**src/hw/mpsl_pkg.sv**
```systemverilog
// constants, field layouts and types for the media port select and FIRST_INDICATOR_PIN block
//
// Operation
// - ext_addr_match_select enables external address match only while hw_port_select is 0
// - link_state and link_wake_enable keep 10BASE-T receive alive during sleep
// - during auto-wake first_indicator_pin shows link and rises on leaving link fail
// - link_wake_enable 0 disables auto-wake; it matters only with 10BASE-T selected
// - auto_port_select lets the device pick the port; reset sets it
// - hw_port_select set means hardware picks the port; reset clears it
// - with hw_port_select 0 and auto_port_select 0 the port comes from sw_port_choice
// - with hw_port_select 1 the port comes from port_jumper_pin
// - led_zero_status_reg is read only and mirrors first_indicator_pin
// - first_indicator_pin shows twisted pair link status by default
// - jabber_indicate_en 1 routes jabber to the LED, 0 blocks it; during auto-wake the code shows link only
// - several enabled LED functions are ORed onto the pin; during auto-wake the code shows link only
package mpsl_pkg;

    // ========================================================================
    // register map, byte addresses on the APB
    localparam int          ADDR_W       = 8;
    localparam int          DATA_W       = 32;
    localparam logic [7:0]  OFF_CFG      = 8'h00;
    localparam logic [7:0]  OFF_LEDCTL   = 8'h04;
    localparam logic [7:0]  OFF_LEDSTAT  = 8'h08;
    localparam logic [7:0]  OFF_STATUS   = 8'h0C;
    localparam logic [7:0]  OFF_IRQ_STAT = 8'h10;
    localparam logic [7:0]  OFF_IRQ_MASK = 8'h14;

    // ========================================================================
    // field layouts
    localparam int          CFG_W        = 6;
    localparam int          LEDCTL_W     = 3;
    localparam int          LEDSTAT_PIN  = 15;
    localparam int          STATUS_W     = 6;
    localparam int          IRQ_W        = 4;
    localparam int          IRQ_LINK_UP  = 0;
    localparam int          IRQ_LINK_DN  = 1;
    localparam int          IRQ_JABBER   = 2;
    localparam int          IRQ_CONFLICT = 3;

    // ========================================================================
    // reset values and encodings
    localparam logic [5:0]  CFG_RESET    = 6'h01;
    localparam logic [2:0]  LEDCTL_RESET = 3'h1;
    localparam logic [3:0]  IRQ_RESET    = 4'h0;
    localparam logic [1:0]  PSEL_AUI     = 2'h0;
    localparam logic [1:0]  PSEL_TP      = 2'h1;

    // ========================================================================
    // types
    typedef enum logic [1:0] {
        MPSL_MODE_SW,
        MPSL_MODE_AUTO,
        MPSL_MODE_JUMPER
    } mpsl_mode_t;

    typedef enum logic {
        MPSL_PORT_AUI,
        MPSL_PORT_TP
    } mpsl_port_t;

    // packed in register bit order, bit 0 last
    typedef struct packed {
        logic [1:0] sw_port_choice;
        logic       link_wake_enable;
        logic       ext_addr_match_select;
        logic       hw_port_select;
        logic       auto_port_select;
    } mpsl_cfg_t;

    typedef struct packed {
        logic       col_indicate_en;
        logic       jabber_indicate_en;
        logic       link_state;
    } mpsl_ledctl_t;

    typedef struct packed {
        logic       port_is_tp;
        logic       tp_rx_enable;
        logic       external_address_detect_en;
        logic       first_indicator_pin;
    } mpsl_out_t;

endpackage

```
**src/hw/mpsl_port_sel.sv**
```systemverilog
// media port choice: jumper, automatic or software
`timescale 1ns/1ps
module mpsl_port_sel (
    input  wire mpsl_pkg::mpsl_cfg_t  cfg,
    input  wire logic                 jumper_level,
    input  wire logic                 link_good,
    output mpsl_pkg::mpsl_mode_t      mode,
    output mpsl_pkg::mpsl_port_t      port
);
    import mpsl_pkg::*;

    always_comb begin
        if (cfg.hw_port_select) begin
            mode = MPSL_MODE_JUMPER;
            // jumper high picks twisted pair
            port = jumper_level ? MPSL_PORT_TP : MPSL_PORT_AUI;
        end else if (cfg.auto_port_select) begin
            mode = MPSL_MODE_AUTO;
            // twisted pair wins whenever it has link, else fall back to AUI
            port = link_good ? MPSL_PORT_TP : MPSL_PORT_AUI;
        end else begin
            mode = MPSL_MODE_SW;
            // reserved codes fall back to AUI
            port = (cfg.sw_port_choice == PSEL_TP) ? MPSL_PORT_TP
                                                   : MPSL_PORT_AUI;
        end
    end
endmodule // mpsl_port_sel

```
**src/hw/mpsl_sync.sv**
```systemverilog
// two flip-flop synchroniser for pin inputs
`timescale 1ns/1ps
module mpsl_sync #(
    parameter int W = 1
) (
    input  wire logic         sys_clk,
    input  wire logic         rst_b,
    input  wire logic [W-1:0] async_in,
    output logic      [W-1:0] sync_out
);
    import mpsl_pkg::*;

    logic [W-1:0] meta;
    logic [W-1:0] next_meta;
    logic [W-1:0] next_sync;

    always_comb begin
        next_meta = async_in;
        next_sync = meta;
    end

    always_ff @(posedge sys_clk or negedge rst_b) begin
        if (!rst_b) begin
            meta     <= '0;
            sync_out <= '0;
        end else begin
            meta     <= next_meta;
            sync_out <= next_sync;
        end
    end
endmodule // mpsl_sync

```
**src/hw/mpsl_top.sv**
```systemverilog
// media port select, auto-wake and FIRST_INDICATOR_PIN logic with APB registers
//
// The placing of the registers and the APB interface to the registers were left to the implementer.
`timescale 1ns/1ps
module mpsl_top (
    input  wire logic                     sys_clk,
    input  wire logic                     rst_b,
    input  wire logic [mpsl_pkg::ADDR_W-1:0] paddr,
    input  wire logic                     psel,
    input  wire logic                     penable,
    input  wire logic                     pwrite,
    input  wire logic [mpsl_pkg::DATA_W-1:0] pwdata,
    input  wire logic [3:0]               pstrb,
    output logic      [mpsl_pkg::DATA_W-1:0] prdata,
    output logic                          pready,
    output logic                          pslverr,
    input  wire logic                     tp_link_pin,
    input  wire logic                     port_jumper_pin,
    input  wire logic                     jabber_event,
    input  wire logic                     collision_event,
    input  wire logic                     sleep_mode,
    output logic                          port_is_tp,
    output logic                          tp_rx_enable,
    output logic                          external_address_detect_en,
    output logic                          first_indicator_pin,
    output logic                          irq
);
    import mpsl_pkg::*;

    // ========================================================================
    // address decode
    function automatic logic is_mapped(input logic [ADDR_W-1:0] a);
        is_mapped = (a == OFF_CFG) || (a == OFF_LEDCTL) ||
                    (a == OFF_LEDSTAT) || (a == OFF_STATUS) ||
                    (a == OFF_IRQ_STAT) || (a == OFF_IRQ_MASK);
    endfunction

    // ========================================================================
    // pin synchronisers
    logic [1:0]   pins_sync;
    logic         link_good;
    logic         jumper_level;

    mpsl_sync #(.W(2)) u_sync (
        .sys_clk  (sys_clk),
        .rst_b    (rst_b),
        .async_in ({port_jumper_pin, tp_link_pin}),
        .sync_out (pins_sync)
    );

    assign link_good    = pins_sync[0];
    assign jumper_level = pins_sync[1];

    // ========================================================================
    // registers and bus strobes
    mpsl_cfg_t    cfg;
    mpsl_cfg_t    next_cfg;
    mpsl_ledctl_t ledctl;
    mpsl_ledctl_t next_ledctl;
    logic [IRQ_W-1:0] irq_stat;
    logic [IRQ_W-1:0] next_irq_stat;
    logic [IRQ_W-1:0] irq_mask;
    logic [IRQ_W-1:0] next_irq_mask;
    logic [DATA_W-1:0] next_prdata;
    logic         setup_ph;
    logic         access_ph;
    logic         wr_en;
    logic         rd_irq;

    assign setup_ph  = psel && !penable;
    assign access_ph = psel && penable;
    // only lane 0 holds writable bits
    assign wr_en     = access_ph && pwrite && pstrb[0];
    assign rd_irq    = access_ph && !pwrite && (paddr == OFF_IRQ_STAT);

    // zero wait state slave; read data captured in the setup cycle
    assign pready    = 1'b1;
    assign pslverr   = access_ph && !is_mapped(paddr);

    // ========================================================================
    // port choice
    mpsl_mode_t   mode;
    mpsl_port_t   sel_port;

    mpsl_port_sel u_port_sel (
        .cfg          (cfg),
        .jumper_level (jumper_level),
        .link_good    (link_good),
        .mode         (mode),
        .port         (sel_port)
    );

    // ========================================================================
    // outputs and event detection
    mpsl_out_t    outs;
    mpsl_out_t    next_outs;
    logic         wake_active;
    logic         led_func;
    logic         link_prev;
    logic         jab_prev;
    logic         conflict_prev;
    logic         next_link_prev;
    logic         next_jab_prev;
    logic         next_conflict_prev;
    logic [IRQ_W-1:0] events;
    logic         conflict;

    // auto-wake only counts with twisted pair selected
    assign wake_active = sleep_mode && ledctl.link_state &&
                         cfg.link_wake_enable &&
                         (sel_port == MPSL_PORT_TP);
    assign conflict    = cfg.ext_addr_match_select && cfg.hw_port_select;

    always_comb begin
        next_outs.port_is_tp = (sel_port == MPSL_PORT_TP);
        // awake the receiver runs on twisted pair; asleep only for wake
        next_outs.tp_rx_enable = (!sleep_mode &&
                                  (sel_port == MPSL_PORT_TP)) ||
                                 wake_active;
        next_outs.external_address_detect_en =
            cfg.ext_addr_match_select && !cfg.hw_port_select;
        if (wake_active) begin
            led_func = link_good;
        end else begin
            led_func = (ledctl.link_state && link_good) ||
                       (ledctl.jabber_indicate_en && jabber_event) ||
                       (ledctl.col_indicate_en && collision_event);
        end
        next_outs.first_indicator_pin = led_func;
        next_link_prev     = link_good;
        next_jab_prev      = jabber_event;
        next_conflict_prev = conflict;
    end

    always_ff @(posedge sys_clk or negedge rst_b) begin
        if (!rst_b) begin
            outs          <= '0;
            link_prev     <= 1'b0;
            jab_prev      <= 1'b0;
            conflict_prev <= 1'b0;
        end else begin
            outs          <= next_outs;
            link_prev     <= next_link_prev;
            jab_prev      <= next_jab_prev;
            conflict_prev <= next_conflict_prev;
        end
    end

    assign port_is_tp                 = outs.port_is_tp;
    assign tp_rx_enable               = outs.tp_rx_enable;
    assign external_address_detect_en = outs.external_address_detect_en;
    assign first_indicator_pin        = outs.first_indicator_pin;

    always_comb begin
        events               = '0;
        events[IRQ_LINK_UP]  = link_good && !link_prev;
        events[IRQ_LINK_DN]  = !link_good && link_prev;
        events[IRQ_JABBER]   = jabber_event && !jab_prev;
        // software broke the external match precondition
        events[IRQ_CONFLICT] = conflict && !conflict_prev;
    end

    // ========================================================================
    // register write, read-clear and read data
    always_comb begin
        next_cfg      = cfg;
        next_ledctl   = ledctl;
        next_irq_mask = irq_mask;
        if (wr_en && paddr == OFF_CFG) begin
            next_cfg = mpsl_cfg_t'(pwdata[CFG_W-1:0]);
        end
        if (wr_en && paddr == OFF_LEDCTL) begin
            next_ledctl = mpsl_ledctl_t'(pwdata[LEDCTL_W-1:0]);
        end
        if (wr_en && paddr == OFF_IRQ_MASK) begin
            next_irq_mask = pwdata[IRQ_W-1:0];
        end
        // writes to the LED status word are dropped on purpose
        // clear only what the read returned; a new event sets regardless
        next_irq_stat = irq_stat;
        if (rd_irq) begin
            next_irq_stat = irq_stat & ~prdata[IRQ_W-1:0];
        end
        next_irq_stat = next_irq_stat | events;
        next_prdata = '0;
        if (setup_ph && !pwrite) begin
            case (paddr)
                OFF_CFG:      next_prdata[CFG_W-1:0] = cfg;
                OFF_LEDCTL:   next_prdata[LEDCTL_W-1:0] = ledctl;
                OFF_LEDSTAT:  next_prdata[LEDSTAT_PIN] =
                                  outs.first_indicator_pin;
                OFF_STATUS:   next_prdata[STATUS_W-1:0] =
                                  {mode, wake_active, link_good,
                                   outs.external_address_detect_en,
                                   outs.port_is_tp};
                OFF_IRQ_STAT: next_prdata[IRQ_W-1:0] = irq_stat;
                OFF_IRQ_MASK: next_prdata[IRQ_W-1:0] = irq_mask;
                default:      next_prdata = '0;
            endcase
        end
    end

    always_ff @(posedge sys_clk or negedge rst_b) begin
        if (!rst_b) begin
            cfg      <= mpsl_cfg_t'(CFG_RESET);
            ledctl   <= mpsl_ledctl_t'(LEDCTL_RESET);
            irq_stat <= IRQ_RESET;
            irq_mask <= IRQ_RESET;
            prdata   <= '0;
            irq      <= 1'b0;
        end else begin
            cfg      <= next_cfg;
            ledctl   <= next_ledctl;
            irq_stat <= next_irq_stat;
            irq_mask <= next_irq_mask;
            prdata   <= next_prdata;
            irq      <= |(next_irq_stat & next_irq_mask);
        end
    end
endmodule // mpsl_top
```
**config.mk**
```make
export PLATFORM = sky130hd
export DESIGN_NAME = mpsl_top
export DESIGN_NICKNAME = d
export VERILOG_FILES = /design/src/hw/mpsl_pkg.sv /design/src/hw/mpsl_port_sel.sv /design/src/hw/mpsl_sync.sv /design/src/hw/mpsl_top.sv
export SDC_FILE = /design/constraint.sdc
export NUM_CORES = 1
export LEC_CHECK = 0
export BUFFER_PORTS_ARGS = -buffer_cell sky130_fd_sc_hd__buf_2
export CORE_UTILIZATION = 40
export DETAILED_ROUTE_END_ITERATION = 10
export HOLD_SLACK_MARGIN = 0.02
export PLACE_DENSITY = 0.71
export SETUP_SLACK_MARGIN = 0.5
export SKIP_LAST_GASP = 1
export SLEW_MARGIN = 20
export SYNTH_ARGS = -nofsm -noshare
export SYNTH_HDL_FRONTEND = slang
export SYNTH_SLANG_ARGS = --single-unit
```
**constraint.sdc**
```tcl
create_clock -name sys_clk -period 2.2 [get_ports sys_clk]
set_input_delay 0.11 -clock sys_clk [delete_from_list [all_inputs] [get_ports sys_clk]]
set_output_delay 0.11 -clock sys_clk [all_outputs]
set_load 0.05 [all_outputs]
```
==> metrics.csv, run 1 <==
stage;metric;value;unit
run_status;status;finished with violations;
run_status;violations;design-rule violations;
finish;insertedDiodeCount;0;
logic_synthesis;synth_top_area_cell;dfrtp_1;
power;power_switching;0.401;mW
die;start_util;42.7;%
clocking;clk_path_buf_depth;2;
routing;routed-wl-met2;1.91;mm
sta;hold_viol;0;
critical_path;rrSetupSlack;510;ps
logic_synthesis;synth_edf_count;0;
critical_path;r2r_cells;4;
routing;wl_met3;231;um
global_route;grt-ovfl-total;0;
global_route;grt_pass1_vias;1367;
logic_synthesis;synth_area;1910;um^2
clocking;numCtsBuffers;5;
routing;drt-met1-wl;1.98;mm
logic_synthesis;syn_inst;187;
critical_path;required;2380;ps
routing;drt_wl_total;4.19;mm
routing;dr.pass1.iters;8;
placement;gp_congestion;0.866;
placement;port_buffers;37;
logic_synthesis;syn_area_per_cell;10.2;um^2
clocking;clk_pin_slew;70;ps
sta;relSlewSlack;48.2;%
power;power_frac_seq;49.5;%
clocking;cts_max_level;2;
logic_synthesis;yosysUniqueCellTypes;47;
routing;vias;1519;
hold_path;hold_path.class;primary input to flip-flop;
routing;drc;8;
sta;worstMarginPinSlew;777;ps
power;power.density;608;nW/um^2
power;p_sw_share;29.1;%
critical_path;end_kind;flip-flop;
finish;area_growth;18.7;%
die;ios;93;
clocking;clock_latency;290;ps
critical_path;start_kind;flip-flop;
sta;final_max_slew_viol_count;0;
power;intPower;0.978;mW
clocking;cts_tree;yes;
clocking;cts-root-buf;clkbuf_8;
global_route;grt_pass1_wl;6.39;mm
critical_path;crit_type;flip-flop to flip-flop;
logic_synthesis;yosysMostFrequentCell;dfrtp_1;
global_route;antenna_found_initial;0;
routing;highest_layer;met4;
run;drv_cap;0;
critical_path;critPathMaxFanout;2;
logic_synthesis;yosys_warnings;0;
hold_path;hold_depth;2;
sta;fmax;0.593;GHz
finish;fin_cells;290;
die;die-width;71.1;um
logic_synthesis;synth_ff_type;dfrtp_1;
routing;antenna_left;0;
placement;dpl.hpwl;3.07;mm
logic_synthesis;synthTopCellsByCount;dfrtp_1, buf_4, nand2_1;
power;power_frac_comb;15.9;%
sta;period_minus_slack;1690;ps
global_route;gr-usage-all-layers;16.9;%
die;core_area;4470;um^2
critical_path;worstPathArrival;1870;ps
finish;nNetsFinal;291;
power;clkPwrFrac;34.7;%
logic_synthesis;ys_seq_elements;36;
routing;wl_per_cell;14.5;um
sta;skew;6.83;ps
finish;final_layout_size_suffix_gt1_share;31.5;%
routing;first_iter_violations;136;
logic_synthesis;async_flop_share;100;%
routing;viasPerCell;5.24;
die;die_h;71.1;um
power;irDropWorstVdd;0.423;mV
global_route;grt_max_degree;37;
die;rows;24;
sta;fin_crit_sh;76.6;%
die;die_area;5050;um^2
power;p_leak;1.12;nW
sta;rsz0062_at_grt;true;
logic_synthesis;yosys.area.top_type_share;44.6;%
clocking;cts.sinks;36;
logic_synthesis;synth.top_cells.by_area;dfrtp_1, buf_4, mux2_2;
sta;setup_viol;0;
logic_synthesis;ys_seq_area_share;47.3;%
placement;placed_cells;273;
sta;setup_tns;0;ps
-- cell families (layout without fill, tap and decap cells) --
family / count (synthesis) / after routing / share of synthesized area (%)
and+or+nand+nor: 67 / 67 / 21.4
muxes: 9 / 9 / 5.18
xor gates and xnor gates: 1 / 1 / 0.459
AOI/OAI and AO/OA: 28 / 28 / 11.3
DFF: 36 / 36 / 47.3
other: 2 / 26 / 0.393
buffers and inverters: 44 / 71 / 14.0
-- per-layer routing --
metal / GRT usage (%) / vias to the layer above
li1: - / 718
met2: 26.3 / 60
met4: 5.56 / 0
met5: 0 / -
met3: 4.13 / 5
met1: 23.4 / 736
-- sequential cells by signal, indices dropped and copies added (netlist names) --
signal and cells:
prdata 7, cfg 6, irq_mask 4, irq_stat 4, ledctl 3, u_sync.meta 2
u_sync.sync_out 2, conflict_prev 1, external_address_detect_en 1, first_indicator_pin 1, irq 1, jab_prev 1
link_prev 1, port_is_tp 1, tp_rx_enable 1
-- metrics by stage --
stage / hold WS [ps] / total power, mW / utilization, % / setup slack, ps / instance area, um^2
CTS: 47.9 / 1.39 / 50.6 / 440 / 2260
global route: 61.9 / 1.43 / 50.7 / 482 / 2270
finish: 53.6 / 1.38 / 50.7 / 514 / 2270
floorplan: -186 / 0.875 / - / 482 / 2010
detailed placement: 219 / 0.903 / 46.5 / 335 / 2080
global placement: 220 / 0.902 / 46.5 / 346 / 2080
-- path summary, 6_finish.rpt --
kind,from,endpoint
worst min-delay path,pwdata[5],cfg[5]
worst max register to register,cfg[5],prdata[3]
min in group asynchronous,rst_b,irq_stat[2]
max in group asynchronous,rst_b,u_sync.meta[1]
worst min register to register,u_sync.meta[1],u_sync.sync_out[1]
worst max-delay path,cfg[5],prdata[3]
-- layout by cell type, fill, tap and decap left out, drive strengths merged, types with 3 or more instances in the layout --
cell type    synthesis  routed
nand3                5       5
a31oi                3       3
inv                 11      11
and3                 6       6
clkbuf               4       7
nand2               15      15
nor4b                3       3
nor4                 4       4
a211oi               3       3
a22oi                4       4
mux2                 7       7
buf                 29      47
nor3                 3       3
nor2b                4       4
dlygate4sd3          0       5
or2                  4       4
conb                 2      26
nand4                3       3
dfrtp               34      34
nor2                 7       7
a2111oi              3       3
-- repair_timing --
| item | 4_1_cts | 5_1_grt |
|---|---|---|
| hold buffers | 5 | 0 |
| cloned | 0 | 0 |
| setup endpoints to repair | 1 | 1 |
| endpoints found under the hold margin | 38 | 0 |
| setup buffers | 4 | 0 |
| gates resized for setup | 2 | 1 |
| pin swaps | 4 | 2 |
-- power by group through the flow --
stage | clock network (mW) | logic (mW) | registers, mW
floorplan | 0 | 0.174 | 0.702
global placement | 0 | 0.208 | 0.694
detailed placement | 0 | 0.209 | 0.694
CTS | 0.492 | 0.218 | 0.682
global route | 0.517 | 0.232 | 0.683
finish | 0.478 | 0.219 | 0.682
-- worst max-delay path: stages (launching register included) --
cell and delay, ps:
dfrtp_1 390, or3b_4 370, a31o_4 240, or3b_4 370, a311oi_2 210
-- layout make-up --
| type | instances | area, um^2 |
|---|---|---|
| Tap cell | 52 | 65.1 |
| Inverter | 11 | 41.3 |
| Fill cell | 423 | 2210 |
| Multi-Input combinational cell | 131 | 853 |
| Clock buffer | 7 | 86.3 |
| Timing Repair Buffer | 52 | 310 |
| Sequential cell | 36 | 903 |
| Clock inverter | 1 | 7.51 |
Note: power is estimated with default switching activity, not from simulation.
==> run 2, diff against run 1 <==
- ABC_AREA: not set -> 1
- clock period: 2.2 -> 1.56 ns (I/O delays scaled with it)
==> run 2 against run 1 <==
Effect of this change:
- die area is 0.32% lower
- clock skew is 1.7 ps lower
- sequential power increased by 40%
- routed wire length down 2.7%
- via count is 3.7% higher
- count of clock-buffer cells in the layout is 1 higher
- sequential share of layout area is 2.1 points lower
- combinational power up 37%
- register-to-register slack lost 210 ps
- global-route usage barely moved
- power is 43% higher
- maximum frequency up 34%
- the flow still finishes with violations (design-rule violations)
==> metrics.csv, run 2 <==
stage;metric;value;unit
run_status;status;finished with violations;
run_status;violations;design-rule violations;
clocking;cts-root-buf;clkbuf_8;
critical_path;crit_type;flip-flop to flip-flop;
finish;finalInstanceArea;2400;um^2
routing;first_iter_violations;83;
critical_path;slowest_delay;550;ps
sta;fmax;0.795;GHz
logic_synthesis;yosys.area.top_type_share;44.7;%
logic_synthesis;synth_edf_count;0;
placement;gp_congestion;0.792;
finish;final_layout_size_suffix_gt1_share;35.3;%
sta;fin_crit_sh;80.6;%
finish;top_register;prdata;
clocking;cts_max_level;2;
critical_path;crit_start;cfg[0];
logic_synthesis;ys_seq_area_share;47.5;%
critical_path;r2r_cells;8;
global_route;grt_max_degree;37;
finish;nNetsFinal;348;
global_route;grt-ovfl-total;0;
die;ios;93;
global_route;use_met2;27.1;%
placement;port_buffers;37;
logic_synthesis;synth_area;1900;um^2
clocking;cts_tree;yes;
die;core_area;4470;um^2
sta;skew;5.12;ps
logic_synthesis;yosysUniqueCellTypes;29;
global_route;gr-usage-all-layers;17.0;%
die;start_util;42.5;%
routing;drc;5;
global_route;grt_pass1_vias;1384;
finish;final_common_cell;nand2_1;
critical_path;end_kind;flip-flop;
critical_path;critical_path.cell_chain;inv_2 > nand2_2 > o21ai_2 > a21oi_2 > nand2_2 > nor2_2 > nor2_1 > nor2_1;
global_route;antenna_found_initial;0;
clocking;cts.sinks;36;
finish;largest_reg_flops;7;
power;irDropWorstVdd;0.498;mV
critical_path;worstPathArrival;1480;ps
hold_path;hold_depth;3;
run;drv_cap;0;
routing;dr.pass1.iters;7;
die;die_area;5040;um^2
routing;drt_wl_total;4.08;mm
die;rows;24;
power;p_leak;1.23;nW
global_route;grt_pass1_wl;6.50;mm
logic_synthesis;async_flop_share;100;%
placement;dpl.hpwl;2.87;mm
critical_path;rrSetupSlack;300;ps
critical_path;timing.rr.start;cfg[0];
power;power.density;821;nW/um^2
clocking;clock_latency;290;ps
critical_path;r2r_end;prdata[3];
global_route;grt_util_met3;3.99;%
die;die-width;71.0;um
logic_synthesis;synth_ff_type;dfrtp_1;
logic_synthesis;synth_top_area_cell;dfrtp_1;
finish;top_regs;prdata x7, cfg x6;
placement;place_area;2090;um^2
logic_synthesis;yosysMostFrequentCell;nand2_1;
finish;insertedDiodeCount;0;
sta;setup_tns;0;ps
routing;antenna_left;0;
critical_path;critPathMaxFanout;3;
sta;rsz0062_at_grt;true;
critical_path;worst_path_max_delay_cell;dfstp_2;
finish;area_growth;26.3;%
logic_synthesis;syn_area_per_cell;8.17;um^2
logic_synthesis;synth.top_cells.by_area;dfrtp_1, nand2_1, buf_4;
routing;viasPerCell;4.54;
critical_path;start_kind;flip-flop;
routing;vias;1575;
sta;period_minus_slack;1260;ps
die;die_h;71.0;um
finish;layout_common_cells;nand2_1, buf_2, dfrtp_1, inv_1, conb_1;
critical_path;required;1780;ps
sta;setup_viol;0;
routing;wl_per_cell;11.7;um
sta;final_max_slew_viol_count;0;
logic_synthesis;yosys_warnings;0;
sta;hold_viol;0;
logic_synthesis;ys_seq_elements;36;
logic_synthesis;syn_inst;233;
clocking;numCtsBuffers;5;
global_route;busiest_layer;met2;
global_route;met1_usage;22.3;%
critical_path;setup.worst_path.end;prdata[3];
clocking;clk_pin_slew;70;ps
hold_path;hold_path.class;primary input to flip-flop;
clocking;clk_path_buf_depth;2;
logic_synthesis;synthTopCellsByCount;nand2_1, dfrtp_1, inv_1;
[run 2: power breakdown]
part           internal, mW  switching, mW
combinational        0.0663          0.232
sequential            0.947        0.00725
clock                 0.403          0.316
total                  1.42          0.556
[run 2: worst min path at each step]
stage	start	end	slack, ps
floorplan	rst_b	cfg[1]	-220
global placement	rst_b	jab_prev	50
detailed placement	rst_b	irq_stat[2]	60
CTS	pwdata[5]	cfg[5]	30
global route	pwdata[5]	cfg[5]	50
finish	pwdata[5]	cfg[5]	40
[run 2: cell families after synthesis]
group	count (synthesis)	share of synthesized area, %
AOI/OAI and AO/OA	26	7.43
DFF	36	47.5
other	2	0.395
and+or+nand+nor	109	27.0
muxes	1	0.592
buffers and inverters	59	17.2
[run 2: worst max-delay path, delay by kind of cell (launching register included)]
family	cells	cell delay, ps
buf+inv	1	50
flops	1	550
simple gates	5	390
compound gates	2	200
[run 2: layout make-up]
type | instances | area (um^2)
clock buffers | 8 | 100
flip-flops and latches | 36 | 908
inverters | 32 | 120
multi-input cells | 162 | 841
fillers | 423 | 2070
well taps | 52 | 65.1
repair buffers | 57 | 369
[run 2: repair_timing]
action / in CTS / in global routing
gates resized for setup: 10 / 18
endpoints found under the setup margin: 5 / 8
hold buffers: 6 / 0
buffers inserted: 4 / 7
endpoints found under the hold margin: 41 / 0
pin swaps: 2 / 8
[run 2: layer usage]
layer	wire length, um	up-vias
li1	-	790
met1	1880	716
met2	1880	60
met3	232	9
met4	89	0
met5	0	-
[run 2: through the flow]
stage	hold WS (ps)	power (mW)	setup slack (ps)	utilization, %	cells
2_1_floorplan	-218	1.22	359	-	257
6_report	39.8	1.97	303	53.7	347
3_3_place_gp	51.7	1.24	192	46.6	322
3_5_place_dp	61.3	1.24	178	46.6	322
4_1_cts	34.0	1.99	262	51.5	340
5_1_grt	47.5	2.06	173	53.7	347
